[config.mk]
export PLATFORM = sky130hd
export DESIGN_NAME = vtd_video_timing
export DESIGN_NICKNAME = d
export VERILOG_FILES = /design/src/logic/vtd_video_timing.v
export VERILOG_INCLUDE_DIRS = /design/src /design/src/inc
export SDC_FILE = /design/constraint.sdc
export NUM_CORES = 1
export LEC_CHECK = 0
export BUFFER_PORTS_ARGS = -buffer_cell sky130_fd_sc_hd__buf_4
export CORE_MARGIN = 2
export CORE_UTILIZATION = 58
export CTS_BUF_LIST = sky130_fd_sc_hd__clkbuf_4 sky130_fd_sc_hd__clkbuf_8
export DETAILED_ROUTE_END_ITERATION = 8
export HOLD_SLACK_MARGIN = 0.06
export PLACE_DENSITY = 0.79
export RECOVER_POWER = 25
export SYNTH_ARGS = -nofsm -noshare
export SYNTH_HDL_FRONTEND = slang
export SYNTH_SLANG_ARGS = --single-unit
[constraint.sdc]
create_clock -name sys_clk -period 3 [get_ports sys_clk]
set_input_delay 0.45 -clock sys_clk [delete_from_list [all_inputs] [get_ports sys_clk]]
set_output_delay 0.45 -clock sys_clk [all_outputs]
set_load 0.03 [all_outputs]
[src/inc/vtd_consts.vh]
// Register addresses, field positions and timing constants for the raster timing block
`ifndef VTD_CONSTS_VH
`define VTD_CONSTS_VH
`define VTD_ADDR_LINE_TOTAL 6'h00
`define VTD_ADDR_VIS_CHARS 6'h01
`define VTD_ADDR_HS_DELAY 6'h02
`define VTD_ADDR_HS_WIDTH 6'h03
`define VTD_ADDR_VS_WIDTH 6'h04
`define VTD_ADDR_VS_DELAY 6'h05
`define VTD_ADDR_PIN_SKEW 6'h06
`define VTD_ADDR_VIS_ROWS 6'h07
`define VTD_ADDR_ROW_HEIGHT 6'h08
`define VTD_ADDR_FRAME_LO 6'h09
`define VTD_ADDR_DMA_CTRL 6'h0a
`define VTD_ADDR_MODE_CTRL 6'h0b
`define VTD_ADDR_START_CMD 6'h15
`define VTD_ADDR_VCURS_WR 6'h18
`define VTD_ADDR_VCURS_RD 6'h38
`define VTD_DMA_DIS_BIT 7
`define VTD_BDLY_MSB 6
`define VTD_BDLY_LSB 4
`define VTD_BCNT_MSB 3
`define VTD_BCNT_LSB 0
`define VTD_PIN_MSB 7
`define VTD_PIN_LSB 6
`define VTD_CSKEW_MSB 5
`define VTD_CSKEW_LSB 3
`define VTD_BSKEW_MSB 2
`define VTD_BSKEW_LSB 0
`define VTD_BDLY_NONE 3'h7
`define VTD_SKEW_MAX 3'h5
`define VTD_MODE_DRB 3'h1
`define VTD_MODE_ATTR 3'h7
`define VTD_RESET_BYTE 8'h00
`endif

[src/logic/vtd_video_timing.v]
// Raster timing, skew, pin selection and DMA burst logic of the display controller
// Overview of operation
// - Register selected from six address lines only while chip select is active.
// - Fourteen-bit registers are two byte registers, low byte first.
// - Only vertical cursor is readable, at a separate read address; timing write-only.
// - Line total register sets full line length in character times; at least 12.
// - Visible-characters register holds N-1 for N visible characters per line.
// - Visible line window starts N character times after horizontal sync start.
// - Horizontal sync starts at line end and lasts sync-width character times.
// - Vertical sync lasts vsync-width lines, independent of active display.
// - First visible line follows vertical sync start by N lines for value N+1.
// - Visible rows register holds N-1 for N displayed data rows.
// - Low five row-height bits are lines per row minus one; serial above 16.
// - Frame line count is eleven bits: three high row-height bits plus low byte.
// - Two top pin/skew bits pick pin functions by buffer mode.
// - Cursor delayed from visible window by 0 to 5 character clocks.
// - Horizontal blank delayed 0 to 5 clocks; zero skew matches window edges.
// - DMA disable drops request and floats bus; restart needs start command.
// - Wait 4(N+1) character clocks between bursts; code 111 means none.
// - Each burst performs 4(N+1) DMA cycles before bus release, except with delay code 111.
// - Delay code 111 fetches a whole row of characters in one burst.
// - Mode control is double-buffered and takes effect during vertical retrace.
`timescale 1ns/10ps
`include "vtd_consts.vh"
module vtd_video_timing #(
   parameter AW = 6,
   parameter DW = 8
) (
   input wire sys_clk,
   input wire rst_b,
   input wire character_clock,
   input wire cs_b,
   input wire wr_b,
   input wire rd_b,
   input wire [AW-1:0] register_address_lines,
   input wire [DW-1:0] host_wdata,
   output reg [DW-1:0] host_rdata,
   output reg host_rdata_oe,
   input wire dma_ack,
   input wire light_pen_strobe_in,
   input wire [7:0] cursor_col,
   output reg dma_request_out,
   output reg [13:0] display_memory_address_bus,
   output reg display_memory_address_oe,
   output reg fetch_valid,
   output reg [13:0] fetch_addr,
   input wire fetch_ready,
   output reg visible_line_window,
   output reg composite_blank_out,
   output reg cursor_out,
   output reg composite_sync_out,
   output reg hsync_out,
   output reg vsync_out,
   output reg [3:0] parallel_line_count,
   output reg serial_line_count_gate,
   output reg serial_line_count_data,
   output reg tristate_control_out,
   output reg row_buffer_write_enable,
   output reg [1:0] pin_function_sel,
   output reg pen_latched
);
   // Synchronisers for pin inputs
   reg [1:0] character_clock_s, cs_s, wr_s, rd_s, ack_s, pen_s;
   reg character_clock_d, wr_d;
   always @(posedge sys_clk or negedge rst_b) begin
      if (!rst_b) begin
         character_clock_s <= 2'h0;
         cs_s <= 2'h3;
         wr_s <= 2'h3;
         rd_s <= 2'h3;
         ack_s <= 2'h0;
         pen_s <= 2'h0;
         character_clock_d <= 1'b0;
         wr_d <= 1'b0;
      end else begin
         character_clock_s <= {character_clock_s[0], character_clock};
         cs_s <= {cs_s[0], cs_b};
         wr_s <= {wr_s[0], wr_b};
         rd_s <= {rd_s[0], rd_b};
         ack_s <= {ack_s[0], dma_ack};
         pen_s <= {pen_s[0], light_pen_strobe_in};
         character_clock_d <= character_clock_s[1];
         wr_d <= !wr_s[1] && !cs_s[1];
      end
   end
   wire cce = character_clock_s[1] && !character_clock_d;
   wire sel = !cs_s[1];
   wire wr_stb = sel && !wr_s[1] && !wr_d;
   // Host registers
   reg [7:0] line_total_chars, visible_chars_per_row, hsync_delay, hsync_width;
   reg [7:0] vsync_width, vsync_delay, visible_rows_per_frame;
   reg [7:0] row_height_and_frame_lines_high, frame_lines_low;
   reg [7:0] pin_select_and_skew, dma_burst_control, mode_shadow, mode_live;
   reg [7:0] vcurs_lo, vcurs_hi;
   reg start_pend, dma_run;
   always @(posedge sys_clk or negedge rst_b) begin
      if (!rst_b) begin
         line_total_chars <= `VTD_RESET_BYTE;
         visible_chars_per_row <= `VTD_RESET_BYTE;
         hsync_delay <= `VTD_RESET_BYTE;
         hsync_width <= `VTD_RESET_BYTE;
         vsync_width <= `VTD_RESET_BYTE;
         vsync_delay <= `VTD_RESET_BYTE;
         visible_rows_per_frame <= `VTD_RESET_BYTE;
         row_height_and_frame_lines_high <= `VTD_RESET_BYTE;
         frame_lines_low <= `VTD_RESET_BYTE;
         pin_select_and_skew <= `VTD_RESET_BYTE;
         dma_burst_control <= 8'h80;
         mode_shadow <= `VTD_RESET_BYTE;
         vcurs_lo <= `VTD_RESET_BYTE;
         vcurs_hi <= `VTD_RESET_BYTE;
         start_pend <= 1'b0;
      end else if (wr_stb) begin
         if (register_address_lines == `VTD_ADDR_LINE_TOTAL) begin
            line_total_chars <= host_wdata;
         end else if (register_address_lines == `VTD_ADDR_VIS_CHARS) begin
            visible_chars_per_row <= host_wdata;
         end else if (register_address_lines == `VTD_ADDR_HS_DELAY) begin
            hsync_delay <= host_wdata;
         end else if (register_address_lines == `VTD_ADDR_HS_WIDTH) begin
            hsync_width <= host_wdata;
         end else if (register_address_lines == `VTD_ADDR_VS_WIDTH) begin
            vsync_width <= host_wdata;
         end else if (register_address_lines == `VTD_ADDR_VS_DELAY) begin
            vsync_delay <= host_wdata;
         end else if (register_address_lines == `VTD_ADDR_PIN_SKEW) begin
            pin_select_and_skew <= host_wdata;
         end else if (register_address_lines == `VTD_ADDR_VIS_ROWS) begin
            visible_rows_per_frame <= host_wdata;
         end else if (register_address_lines == `VTD_ADDR_ROW_HEIGHT) begin
            row_height_and_frame_lines_high <= host_wdata;
         end else if (register_address_lines == `VTD_ADDR_FRAME_LO) begin
            frame_lines_low <= host_wdata;
         end else if (register_address_lines == `VTD_ADDR_DMA_CTRL) begin
            dma_burst_control <= host_wdata;
         end else if (register_address_lines == `VTD_ADDR_MODE_CTRL) begin
            mode_shadow <= {1'b0, host_wdata[6:0]};
         end else if (register_address_lines == `VTD_ADDR_START_CMD) begin
            start_pend <= 1'b1;
         end else if (register_address_lines == `VTD_ADDR_VCURS_WR) begin
            vcurs_lo <= host_wdata;
         end else if (register_address_lines == `VTD_ADDR_VCURS_WR + 6'h01) begin
            vcurs_hi <= host_wdata;
         end
      end else if (dma_run) begin
         start_pend <= 1'b0;
      end
   end
   // Read path: only the vertical cursor reads back
   always @(posedge sys_clk or negedge rst_b) begin
      if (!rst_b) begin
         host_rdata <= 8'h00;
         host_rdata_oe <= 1'b0;
      end else begin
         host_rdata_oe <= sel && !rd_s[1];
         if (register_address_lines == `VTD_ADDR_VCURS_RD) begin
            host_rdata <= vcurs_lo;
         end else if (register_address_lines == `VTD_ADDR_VCURS_RD + 6'h01) begin
            host_rdata <= vcurs_hi;
         end else begin
            host_rdata <= 8'h00;
         end
      end
   end
   // Raster counters
   reg [7:0] hcnt, vsw_cnt, hsw_cnt, vdly_cnt;
   reg [10:0] lcnt;
   reg [4:0] scan;
   reg [7:0] row;
   reg hs, vs, vwait, vact;
   wire [10:0] frame_lines = {row_height_and_frame_lines_high[7:5], frame_lines_low};
   wire line_end = cce && (hcnt >= line_total_chars - 8'h01);
   wire h_vis = vact && (hcnt >= hsync_delay) &&
      (hcnt <= hsync_delay + visible_chars_per_row);
   wire row_end = (scan == row_height_and_frame_lines_high[4:0]);
   always @(posedge sys_clk or negedge rst_b) begin
      if (!rst_b) begin
         hcnt <= 8'h00;
         lcnt <= 11'h000;
         scan <= 5'h00;
         row <= 8'h00;
         hs <= 1'b0;
         hsw_cnt <= 8'h00;
         vs <= 1'b0;
         vsw_cnt <= 8'h00;
         vwait <= 1'b0;
         vdly_cnt <= 8'h00;
         vact <= 1'b0;
         mode_live <= 8'h00;
      end else if (cce) begin
         hcnt <= line_end ? 8'h00 : hcnt + 8'h01;
         if (line_end) begin
            hs <= 1'b1;
            hsw_cnt <= hsync_width;
         end else if (hsw_cnt <= 8'h01) begin
            hs <= 1'b0;
         end else begin
            hsw_cnt <= hsw_cnt - 8'h01;
         end
         if (line_end) begin
            lcnt <= (lcnt >= frame_lines - 11'h001) ? 11'h000 : lcnt + 11'h001;
            if (lcnt >= frame_lines - 11'h001) begin
               vs <= 1'b1;
               vsw_cnt <= vsync_width;
               vwait <= 1'b1;
               vdly_cnt <= vsync_delay;
               vact <= 1'b0;
               mode_live <= mode_shadow;
            end else begin
               if (vsw_cnt <= 8'h01) begin
                  vs <= 1'b0;
               end else begin
                  vsw_cnt <= vsw_cnt - 8'h01;
               end
               if (vwait) begin
                  if (vdly_cnt <= 8'h02) begin
                     vwait <= 1'b0;
                     vact <= 1'b1;
                     scan <= 5'h00;
                     row <= 8'h00;
                  end else begin
                     vdly_cnt <= vdly_cnt - 8'h01;
                  end
               end else if (vact) begin
                  scan <= row_end ? 5'h00 : scan + 5'h01;
                  if (row_end) begin
                     row <= row + 8'h01;
                     if (row == visible_rows_per_frame) begin
                        vact <= 1'b0;
                     end
                  end
               end
            end
         end
      end
   end
   // Skew pipelines for cursor and blank
   reg [5:0] vis_pipe, cursor_out_pipe;
   wire [2:0] cskew = pin_select_and_skew[`VTD_CSKEW_MSB:`VTD_CSKEW_LSB];
   wire [2:0] bskew = pin_select_and_skew[`VTD_BSKEW_MSB:`VTD_BSKEW_LSB];
   wire cursor_out_raw = h_vis && (hcnt - hsync_delay == cursor_col) &&
      (row == vcurs_lo);
   wire [2:0] cs_sel = (cskew > `VTD_SKEW_MAX) ? `VTD_SKEW_MAX : cskew;
   wire [2:0] bs_sel = (bskew > `VTD_SKEW_MAX) ? `VTD_SKEW_MAX : bskew;
   wire [2:0] mode_op = mode_live[3:1];
   wire drb = (mode_op == `VTD_MODE_DRB) || (mode_op == `VTD_MODE_ATTR);
   always @(posedge sys_clk or negedge rst_b) begin
      if (!rst_b) begin
         vis_pipe <= 6'h00;
         cursor_out_pipe <= 6'h00;
         visible_line_window <= 1'b0;
         composite_blank_out <= 1'b1;
         cursor_out <= 1'b0;
         composite_sync_out <= 1'b0;
         hsync_out <= 1'b0;
         vsync_out <= 1'b0;
         parallel_line_count <= 4'h0;
         serial_line_count_gate <= 1'b0;
         serial_line_count_data <= 1'b0;
         tristate_control_out <= 1'b0;
         pin_function_sel <= 2'h0;
         pen_latched <= 1'b0;
      end else begin
         if (cce) begin
            vis_pipe <= {vis_pipe[4:0], h_vis};
            cursor_out_pipe <= {cursor_out_pipe[4:0], cursor_out_raw};
         end
         visible_line_window <= h_vis;
         cursor_out <= (cs_sel == 3'h0) ? cursor_out_raw : cursor_out_pipe[cs_sel - 3'h1];
         composite_blank_out <= !((bs_sel == 3'h0) ? h_vis : vis_pipe[bs_sel - 3'h1]);
         hsync_out <= hs;
         vsync_out <= vs;
         composite_sync_out <= hs ^ vs;
         pin_function_sel <= {drb, 1'b0} | pin_select_and_skew[`VTD_PIN_MSB:`VTD_PIN_LSB];
         parallel_line_count <= scan[3:0];
         serial_line_count_gate <= (hcnt < 8'h05) && vact;
         serial_line_count_data <= (hcnt < 8'h05) && scan[hcnt[2:0]];
         tristate_control_out <= !drb && h_vis;
         if (pen_s[1]) begin
            pen_latched <= 1'b1;
         end
      end
   end
   // DMA burst engine with two-entry output buffer
   localparam D_IDLE = 2'h0;
   localparam D_REQ = 2'h1;
   localparam D_BURST = 2'h2;
   localparam D_WAIT = 2'h3;
   reg [1:0] dstate;
   reg [7:0] burst_left, wait_cnt;
   reg [13:0] dma_addr;
   reg [13:0] buf0, buf1;
   reg [1:0] bcnt;
   wire dma_dis = dma_burst_control[`VTD_DMA_DIS_BIT];
   wire [2:0] bdly = dma_burst_control[`VTD_BDLY_MSB:`VTD_BDLY_LSB];
   wire [3:0] bcount = dma_burst_control[`VTD_BCNT_MSB:`VTD_BCNT_LSB];
   wire buf_ready = (bcnt != 2'h2);
   wire pop = fetch_valid && fetch_ready;
   wire push = (dstate == D_BURST) && cce && buf_ready && !dma_dis;
   always @(posedge sys_clk or negedge rst_b) begin
      if (!rst_b) begin
         dstate <= D_IDLE;
         burst_left <= 8'h00;
         wait_cnt <= 8'h00;
         dma_addr <= 14'h0000;
         dma_run <= 1'b0;
         dma_request_out <= 1'b0;
         display_memory_address_bus <= 14'h0000;
         display_memory_address_oe <= 1'b0;
         row_buffer_write_enable <= 1'b0;
      end else if (dma_dis) begin
         dstate <= D_IDLE;
         dma_run <= 1'b0;
         dma_request_out <= 1'b0;
         display_memory_address_oe <= 1'b0;
         row_buffer_write_enable <= 1'b0;
      end else begin
         row_buffer_write_enable <= push;
         if (start_pend) begin
            dma_run <= 1'b1;
         end
         case (dstate)
            D_IDLE: begin
               if (dma_run && !ack_s[1]) begin
                  dma_request_out <= 1'b1;
                  dstate <= D_REQ;
               end
            end
            D_REQ: begin
               if (ack_s[1]) begin
                  dma_request_out <= 1'b0;
                  display_memory_address_oe <= 1'b1;
                  burst_left <= (bdly == `VTD_BDLY_NONE) ?
                     visible_chars_per_row + 8'h01 : {2'h0, bcount, 2'h0} + 8'h04;
                  dstate <= D_BURST;
               end
            end
            D_BURST: begin
               if (push) begin
                  display_memory_address_bus <= dma_addr;
                  dma_addr <= dma_addr + 14'h0001;
                  burst_left <= burst_left - 8'h01;
                  if (burst_left == 8'h01) begin
                     display_memory_address_oe <= 1'b0;
                     wait_cnt <= {3'h0, bdly, 2'h0} + 8'h04;
                     dstate <= (bdly == `VTD_BDLY_NONE) ? D_IDLE : D_WAIT;
                  end
               end
            end
            D_WAIT: begin
               if (cce) begin
                  if (wait_cnt <= 8'h01) begin
                     dstate <= D_IDLE;
                  end else begin
                     wait_cnt <= wait_cnt - 8'h01;
                  end
               end
            end
            default: dstate <= D_IDLE;
         endcase
      end
   end
   always @(posedge sys_clk or negedge rst_b) begin
      if (!rst_b) begin
         bcnt <= 2'h0;
         buf0 <= 14'h0000;
         buf1 <= 14'h0000;
         fetch_valid <= 1'b0;
         fetch_addr <= 14'h0000;
      end else begin
         if (push && !pop) begin
            bcnt <= bcnt + 2'h1;
         end else if (pop && !push) begin
            bcnt <= bcnt - 2'h1;
         end
         if (push) begin
            if ((bcnt == 2'h0) || (bcnt == 2'h1 && pop)) begin
               buf0 <= dma_addr;
            end else begin
               buf1 <= dma_addr;
            end
         end
         if (pop && bcnt == 2'h2) begin
            buf0 <= buf1;
         end
         fetch_valid <= (bcnt != 2'h0) && !(pop && bcnt == 2'h1 && !push);
         fetch_addr <= (pop || !fetch_valid) ? ((bcnt == 2'h2 || (pop && bcnt != 2'h1)) ?
            buf1 : (pop && push) ? dma_addr : buf0) : fetch_addr;
      end
   end
endmodule // vtd_video_timing

Yosys cells after proc, flatten, opt, wreduce, memory -nomap -nowiden. Index checks and enable logic that the tools add are counted.

Register bits after elaboration: 319.

Add/sub/neg operators: 21. Magnitude comparators: 14. Equality and inequality tests: 60. Muxes and demuxes: 94. Bitwise gates (word level): 19. Reduce and logical (&&, ||, !) cells: 95.

Operators by type and width (count): $mux 8 (21); $mux 14 (5); $sub 8x1->8 const B (6); $mux 1 (43); $ne 2x2->1 const B (20); $pmux 8 s2 (2); $reduce_bool 2->1 (13); $logic_and 1x1->1 (25); $add 8x1->8 const B (3); $eq 6x3->1 const B (4); $eq 6x4->1 const B (4); $eq 8x8->1 (3); $le 8x1->1 const B (3); $reduce_and 6->1 (4); $reduce_and 3->1 (7); $mux 2 (10); $mux 5 (4); $eq 6x5->1 const B (3); $not 1->1 (17); $ge 8x8->1 (2); $reduce_and 16->1 (1); $reduce_and 4->1 (4); $ne 3x3->1 const B (5); $reduce_and 15->1 (1); other kinds (52) (93).

Depth between registers and ports, before layout. Gate-level depths: netlist of the first run.

Depth after elaboration: 15. Depth in mapped cells: 16. Mapped depth without buffers: 16.

Worst setup path after synthesis of the first run. OpenSTA, ideal clock, no wires.

Path type: register to register. Start: reg bcnt[0]. End: reg fetch_addr[4]. Library setup time: 0.134 ns. Data arrival time: 3.078 ns. Required time: 2.866 ns. Setup slack: -0.212 ns. Cell stages (with the launch flop): 14. Buffers on the path: 4. Clock period less this slack: 3.212 ns. Cells stage by stage: dfrtp_1 > inv_1 > ha_1 > or4_4 > inv_2 > buf_4 > clkbuf_1 > ha_1 > clkbuf_1 > buf_1 > mux2i_1 > nand2_1 > o21ai_0 > o21ai_0.

Longest elaborated chain between the ends: 6. Elaborated cells on any way between the ends: 10.

RTL lines: from (decl) (RTL line vtd_video_timing.v:293) `reg [1:0] bcnt;`; from (signal assigned) (RTL line vtd_video_timing.v:372) `bcnt <= bcnt + 2'h1;`; from (signal assigned) (RTL line vtd_video_timing.v:374) `bcnt <= bcnt - 2'h1;`; $ne 2x2->1 (RTL line vtd_video_timing.v:297) `wire buf_ready = (bcnt != 2'h2);`; $logic_and 1x1->1 (2 in series) (RTL line vtd_video_timing.v:299) `wire push = (dstate == D_BURST) && cce && buf_ready && !dma_dis;`; $logic_and 1x1->1 (RTL line vtd_video_timing.v:388) `buf1 : (pop && push) ? dma_addr : buf0) : fetch_addr;`; $mux 14 (RTL line vtd_video_timing.v:388); $mux 14 * (RTL line vtd_video_timing.v:387) `fetch_addr <= (pop || !fetch_valid) ? ((bcnt == 2'h2 || (pop && bcnt != 2'h1)) ?`; to (signal assigned) (RTL line vtd_video_timing.v:387); to (decl) (RTL line vtd_video_timing.v:46) `output reg [13:0] fetch_addr,`.

Mark *: on every way between the ends. The rest lies on a longest branch, timed or not. A chain may end at the register's enable or synchronous reset.

Worst setup path after layout of the first run.
Start: reg visible_chars_per_row[0]. End: reg composite_blank_out.

Longest elaborated chain between the ends: 5.

RTL lines: from (decl) (RTL line vtd_video_timing.v:90) `reg [7:0] line_total_chars, visible_chars_per_row, hsync_delay, hsync_width;`; from (signal assigned) (RTL line vtd_video_timing.v:99) `` visible_chars_per_row <= `VTD_RESET_BYTE; ``; from (signal assigned) (RTL line vtd_video_timing.v:117) `visible_chars_per_row <= host_wdata;`; $add 8x8->8 (RTL line vtd_video_timing.v:174) `(hcnt <= hsync_delay + visible_chars_per_row);`; $le 8x8->1 (RTL line vtd_video_timing.v:174); $logic_and 1x1->1 (RTL line vtd_video_timing.v:173) `wire h_vis = vact && (hcnt >= hsync_delay) &&`; named net h_vis (RTL line vtd_video_timing.v:173); $mux 1 (RTL line vtd_video_timing.v:270) `composite_blank_out <= !((bs_sel == 3'h0) ? h_vis : vis_pipe[bs_sel - 3'h1]);`; $logic_not 1->1 (RTL line vtd_video_timing.v:270); to (signal assigned) (RTL line vtd_video_timing.v:270); to (decl) (RTL line vtd_video_timing.v:49) `output reg composite_blank_out,`.

The timed path passes the listed nets, and every way through them passes these cells.

==> results of run 1 <==
-- repair_timing --
item / CTS / global route
gates resized for setup: 21 / 37
hold endpoints to repair: 69 / 0
pin swaps: 5 / 14
buffers inserted: 2 / 11
setup endpoints to repair: 37 / 54
hold buffers: 7 / 0
-- report_power, final --
| group | leakage, nW | internal, W | switching [W] | total (W) |
|---|---|---|---|---|
| clock network | 0.598 | 0.00223 | 0.00170 | 0.00392 |
| logic | 4.40 | 0.00155 | 0.00225 | 0.00380 |
| registers | 4.19 | 0.00487 | 0.000507 | 0.00538 |
| total | 9.19 | 0.00865 | 0.00446 | 0.0131 |
-- flip-flops by register name (all words and copies together) (netlist names), 11 cells and up --
| register | count |
|---|---|
| fetch_addr | 14 |
| dma_addr | 14 |
| buf1 | 14 |
| lcnt | 11 |
| display_memory_address_bus | 14 |
| buf0 | 14 |
-- how the worst min path moves through the flow --
| stage | startpoint | to | slack [ps] |
|---|---|---|---|
| 2_1_floorplan | rst_b | ack_s[0] | 150 |
| 3_3_place_gp | pen_s[0] | pen_s[1] | 330 |
| 3_5_place_dp | pen_s[0] | pen_s[1] | 340 |
| 4_1_cts | register_address_lines[3] | start_pend | 280 |
| 5_1_grt | host_wdata[0] | vsync_width[0] | 310 |
| 6_report | register_address_lines[3] | start_pend | 300 |
-- cell families after synthesis --
logic type	synth area share
adders and majority gates	0.0562
buffers and inverters	0.0303
AOI/OAI and AO/OA	0.118
and+or+nand+nor	0.144
muxes	0.114
xor gates and xnor gates	0.0458
DFF	0.491
-- layer usage --
layer	vias up	track usage	part of all wire
met2	382	0.430	0.47
met5	-	0	0
met3	96	0.0363	0.053
met4	0	0.0992	0.032
li1	5693	-	-
met1	6095	0.369	0.44
-- area by class of cell --
class	count	area [µm²]
Inverter	45	169
Fill cell	1949	8300
Sequential cell	315	7900
Tap cell	372	465
Clock inverter	14	101
Timing Repair Buffer	154	1240
Clock buffer	80	1010
Multi-Input combinational cell	1088	7920
-- cell usage in the layout (no fill, tap or decap), drive strengths merged, types with 9 or more instances in the layout --
cell type	instances
dfrtp	307
nand2	161
buf	139
mux2	125
o21ai	113
nor2	98
clkbuf	88
ha	69
a21oi	63
nand3	50
xnor2	46
inv	46
mux2i	41
xor2	38
nor3	34
a22o	25
nor2b	24
nand4	19
and3	15
or3	15
nand2b	13
nor4	12
clkinv	11
o22ai	9
-- stage by stage --
stage / cell area (µm²) / TNS, ps
3_5_place_dp: 17300 / -2100
2_1_floorplan: 16100 / 0
5_1_grt: 18800 / -3690
4_1_cts: 18600 / -20.9
6_report: 18800 / -904
3_3_place_gp: 17300 / -58.8
-- critical path: cells and delay by family, from the launching register on --
kind,cells,cell delay (ps)
xor+xnor,1,170
simple gates,5,710
compound gates,6,760
fa+ha+maj,3,890
buf+inv,2,240
flops,1,360
==> flow_metrics.tcl, run 1 <==
set metrics [dict create \
    cp.required_ps 3490 \
    synthTopCellsByCount "dfrtp_1, nand2_1, mux2_2" \
    die_h_um 170 \
    critPathKind "reg2reg" \
    grt_max_degree 87 \
    clkTransAtPathRegs_ps 60 \
    yosysMostFrequentCell "dfrtp_1" \
    timing.final.max_slew_violations 68 \
    hp-class "in2reg" \
    netlist-cell-type-count 78 \
    drive_gt1_frac 0.262 \
    overflow 0 \
    cts_tree "yes" \
    setup_ws_ps -223 \
    synthCells 1518 \
    grt_usage 0.266 \
    yosysWarnings 0 \
    synth_nets 1620 \
    die_w_um 170 \
    cp-start-kind "flip-flop" \
    ys_seq_area_frac 0.491 \
    rows 60 \
    cp-end-kind "flip-flop" \
    worstReg2RegEnd "composite_blank_out" \
    critPathCapture "composite_blank_out" \
    synth-seq-cells 315 \
    worst-path-max-fanout 4 \
    area_growth_pct 16.9 \
    worstMarginPinSlew_ps 1870 \
    die_area_um2 29100 \
    whs_path_depth 4 \
    ir_worst_vdd_mv 0.517 \
    yosys.area.top_type_share 0.478 \
    status "finished with violations" \
    synth_top_flop_cell "dfrtp_1" \
    clock_skew_ps 17.6 \
    antenna_found_initial 0 \
    insertion_delay_ps 580 \
    failed_checks "capacitance limit, slew limit, setup timing" \
    pre_cts_ws_ps -234 \
    nets 1757 \
    vias 12300 \
    core_region_area_um2 27100 \
    reg2reg_depth 17 \
    synth_area_leaders "dfrtp_1, mux2_2, ha_1" \
    maxCapViolCount 1 \
    first_pass_iters 5 \
    synth_area_per_cell_um2 10.6 \
    rrSetupSlack_ps -220 \
    io_pins 88 \
    cpMostUsedCell "nand2b_4" \
    gp_congestion 0.899 \
    post-place-cells 1954 \
    setup_violations 6 \
    routed_wl_um 38200 \
    drc 0 \
    h-tree-depth 2 \
    yosysTopAreaCell "dfrtp_1" \
    dp_hpwl_um 25700 \
    crit_start "visible_chars_per_row[0]" \
    synth_edf_count 0 \
    clock.fmax_ghz 0.310 \
    finalCritPeriodShare 1.07 \
    cts_buffers 51 \
    fin_crit_ps 3220 \
    rsz0062_at_grt "yes" \
    vias_per_cell 5.93 \
    antenna_cells 0 \
    cpPeakStageDelay_ps 400 \
    grt_first_pass_wirelength_um 62000 \
    p_total_w 0.0131 \
    first_iter_violations 830 \
    critical_path.slowest_cell "fa_2" \
    io_buffers 87 \
    r2r_start "visible_chars_per_row[0]" \
    crit_chain "ha_2 > inv_2 > fa_2 > nor2b_1 > o21ai_1 > nand2b_1 > a21o_1 > a21oi_2 > xor2_1 > ha_1 > nand4_1 > nand2b_4 > a21oi_4 > a2111oi_4 > buf_4 > nand2b_4 > a22oi_2" \
    hold_violations 0 \
    critPathArrivalTime_ps 3710 \
    root_buffer "clkbuf_8" \
    p_leak_nw 9.19 \
    post_drt_wl_per_cell_um 18.5 \
    start_util 0.593 \
    stdcell_count 2068 \
    grt_pass1_vias 12300 \
    ant_nets 0 \
    pwr_density_cell_nw_per_um2 697 \
    slew_headroom -0.245 \
    async_flop_share 1.00 \
    cts.sinks 315 \
    timing.hold.ws_ps 304 \
    cts_max_path_buffers 3 \
    fin_util 0.694 \
    synth_area_um2 16100 \
]
(Power assumes the default switching activity.)
==> run 2: changes to the inputs <==
CORE_UTILIZATION = 56   (was 58)
CTS_BUF_LIST = sky130_fd_sc_hd__clkbuf_16   (was sky130_fd_sc_hd__clkbuf_4 sky130_fd_sc_hd__clkbuf_8)
PLACE_DENSITY = 0.77   (was 0.79)
REMOVE_ABC_BUFFERS = 1   (was default)
==> flow_metrics.tcl, run 2 (same netlist as run 1, synthesis figures left out) <==
set metrics [dict create \
    failed_checks "capacitance limit, slew limit, setup timing" \
    drc 0 \
    busiest_layer "met2" \
    area_growth_pct 17.2 \
    hold_violations 0 \
    grt_first_pass_wirelength_um 61600 \
    cts_buffers 35 \
    rsz0062_at_grt "yes" \
    cp-end-kind "flip-flop" \
    timing.setup.tns_ps -146 \
    insertion_delay_ps 520 \
    first_pass_iters 5 \
    h-tree-depth 2 \
    crit_start "visible_chars_per_row[1]" \
    cts.sinks 315 \
    core_region_area_um2 28500 \
    cp.required_ps 3420 \
    fin_crit_ps 3110 \
    vias_per_cell 5.94 \
    die_area_um2 30100 \
    cts_max_path_buffers 3 \
    io_pins 88 \
    cp-start-kind "flip-flop" \
    pwr_density_cell_nw_per_um2 701 \
    worstMarginPinSlew_ps 1740 \
    clock.fmax_ghz 0.321 \
    overflow 0 \
    ir_worst_vdd_mv 0.496 \
    grt_usage 0.253 \
    routed_wl_um 38600 \
    io_buffers 87 \
    post_dp_cell_area_um2 17400 \
    cts_tree "yes" \
    cp_top_family "compound AO/OA/AOI/OAI gates" \
    grt_max_degree 86 \
    die_h_um 173 \
    gp_congestion 0.879 \
    timing.final.max_slew_violations 66 \
    rows 62 \
    status "finished with violations" \
    r2r_start "visible_chars_per_row[1]" \
    first_iter_violations 1023 \
    nets 1749 \
    clock_skew_ps 22.2 \
    worst-path-max-fanout 4 \
    post_drt_wl_per_cell_um 18.8 \
    fin_util 0.662 \
    hp-class "reg2reg" \
    die_w_um 173 \
    stdcell_count 2052 \
    cp_num_buf_inv 1 \
    vias 12200 \
    nFillCells 2151 \
    use_met1 0.357 \
    finalCritPeriodShare 1.04 \
    grt_pass1_vias 12000 \
    critPathArrivalTime_ps 3540 \
    critical_path.slowest_cell "dfrtp_1" \
    slew_headroom -0.162 \
    drive_gt1_frac 0.240 \
    dp_hpwl_um 25200 \
    setup_violations 3 \
    antenna_cells 0 \
    grt_use_met3 0.0377 \
    final_area_um2 18800 \
    maxCapViolCount 1 \
    layout_commonest_cell "dfrtp_1" \
    final_cell_mix "dfrtp_1, nand2_1, buf_4" \
    setup_ws_ps -114 \
    crit_chain "ha_1 > a21o_1 > a21oi_2 > nor2b_1 > o21a_1 > o41ai_2 > xnor2_1 > ha_1 > nand4_1 > nand2b_4 > a21oi_4 > a2111oi_4 > buf_4 > nand2b_4 > a22oi_2" \
    post-place-cells 1973 \
    ant_nets 0 \
    root_buffer "clkbuf_16" \
    hp-start "ack_s[0]" \
    p_leak_nw 9.17 \
    antenna_found_initial 0 \
    critPathKind "reg2reg" \
    met2_usage 0.404 \
    start_util 0.565 \
    clkTransAtPathRegs_ps 60 \
    cpPeakStageDelay_ps 380 \
]
==> run 2: cell count changes in the layout (fill, tap and decap cells not counted), moves of 3 or more <==
cell / previous run / this run
inv_2: 6 / 3
clkinv_1: 0 / 6
clkbuf_4: 22 / 6
clkbuf_8: 65 / 0
clkbuf_16: 0 / 36
clkinv_2: 11 / 5
buf_4: 130 / 138
inv_1: 39 / 45
==> run 2: report_power, final <==
| part | leakage (nW) | switching (W) | internal (W) |
|---|---|---|---|
| clock | 0.543 | 0.00171 | 0.00240 |
| combinational | 4.43 | 0.00217 | 0.00156 |
| sequential | 4.19 | 0.000519 | 0.00487 |
| total | 9.17 | 0.00440 | 0.00882 |
==> run 2: final timing paths <==
path / slack (ps) / end / cells after the start
worst min register to register: 350 / ack_s[1] / 0
max in group asynchronous: 420 / line_total_chars[0] / 3
worst max register to register: -110 / composite_blank_out / 15
worst min-delay path: 350 / ack_s[1] / 0
min in group asynchronous: 950 / visible_rows_per_frame[2] / 2
worst max-delay path: -110 / composite_blank_out / 15
==> run 2: what timing repair did <==
action / 4_1_cts / 5_1_grt
gates cloned: 0 / 2
gates resized for setup: 12 / 37
setup endpoints to repair: 12 / 56
setup buffers: 0 / 12
pin swaps: 5 / 7
hold endpoints to repair: 68 / 0
hold buffers: 7 / 0
==> run 2: metrics by stage <==
step                hold WS, ps  worst slack (ps)  total power [W]
floorplan                   154              -826          0.00782
global placement            333             -84.0          0.00888
detailed placement          342              -202          0.00902
CTS                         355             -80.2           0.0132
global route                358              -267           0.0140
finish                      349              -114           0.0132
==> run 2: per-layer routing <==
metal	share of wire	wire length [µm]
met1	0.44	17000
met2	0.47	18200
met3	0.057	2200
met4	0.031	1190
met5	0	0
==> run 2: final cells by class <==
| class | count | area (µm²) | share of cell area |
|---|---|---|---|
| inverter | 45 | 169 | 0.00896 |
| tap | 384 | 480 | 0.0255 |
| clock inverter | 23 | 216 | 0.0115 |
| multi-input combinational | 1088 | 7910 | 0.420 |
| clock buffer | 35 | 876 | 0.0465 |
| timing repair buffer | 162 | 1300 | 0.0692 |
| sequential | 315 | 7900 | 0.419 |
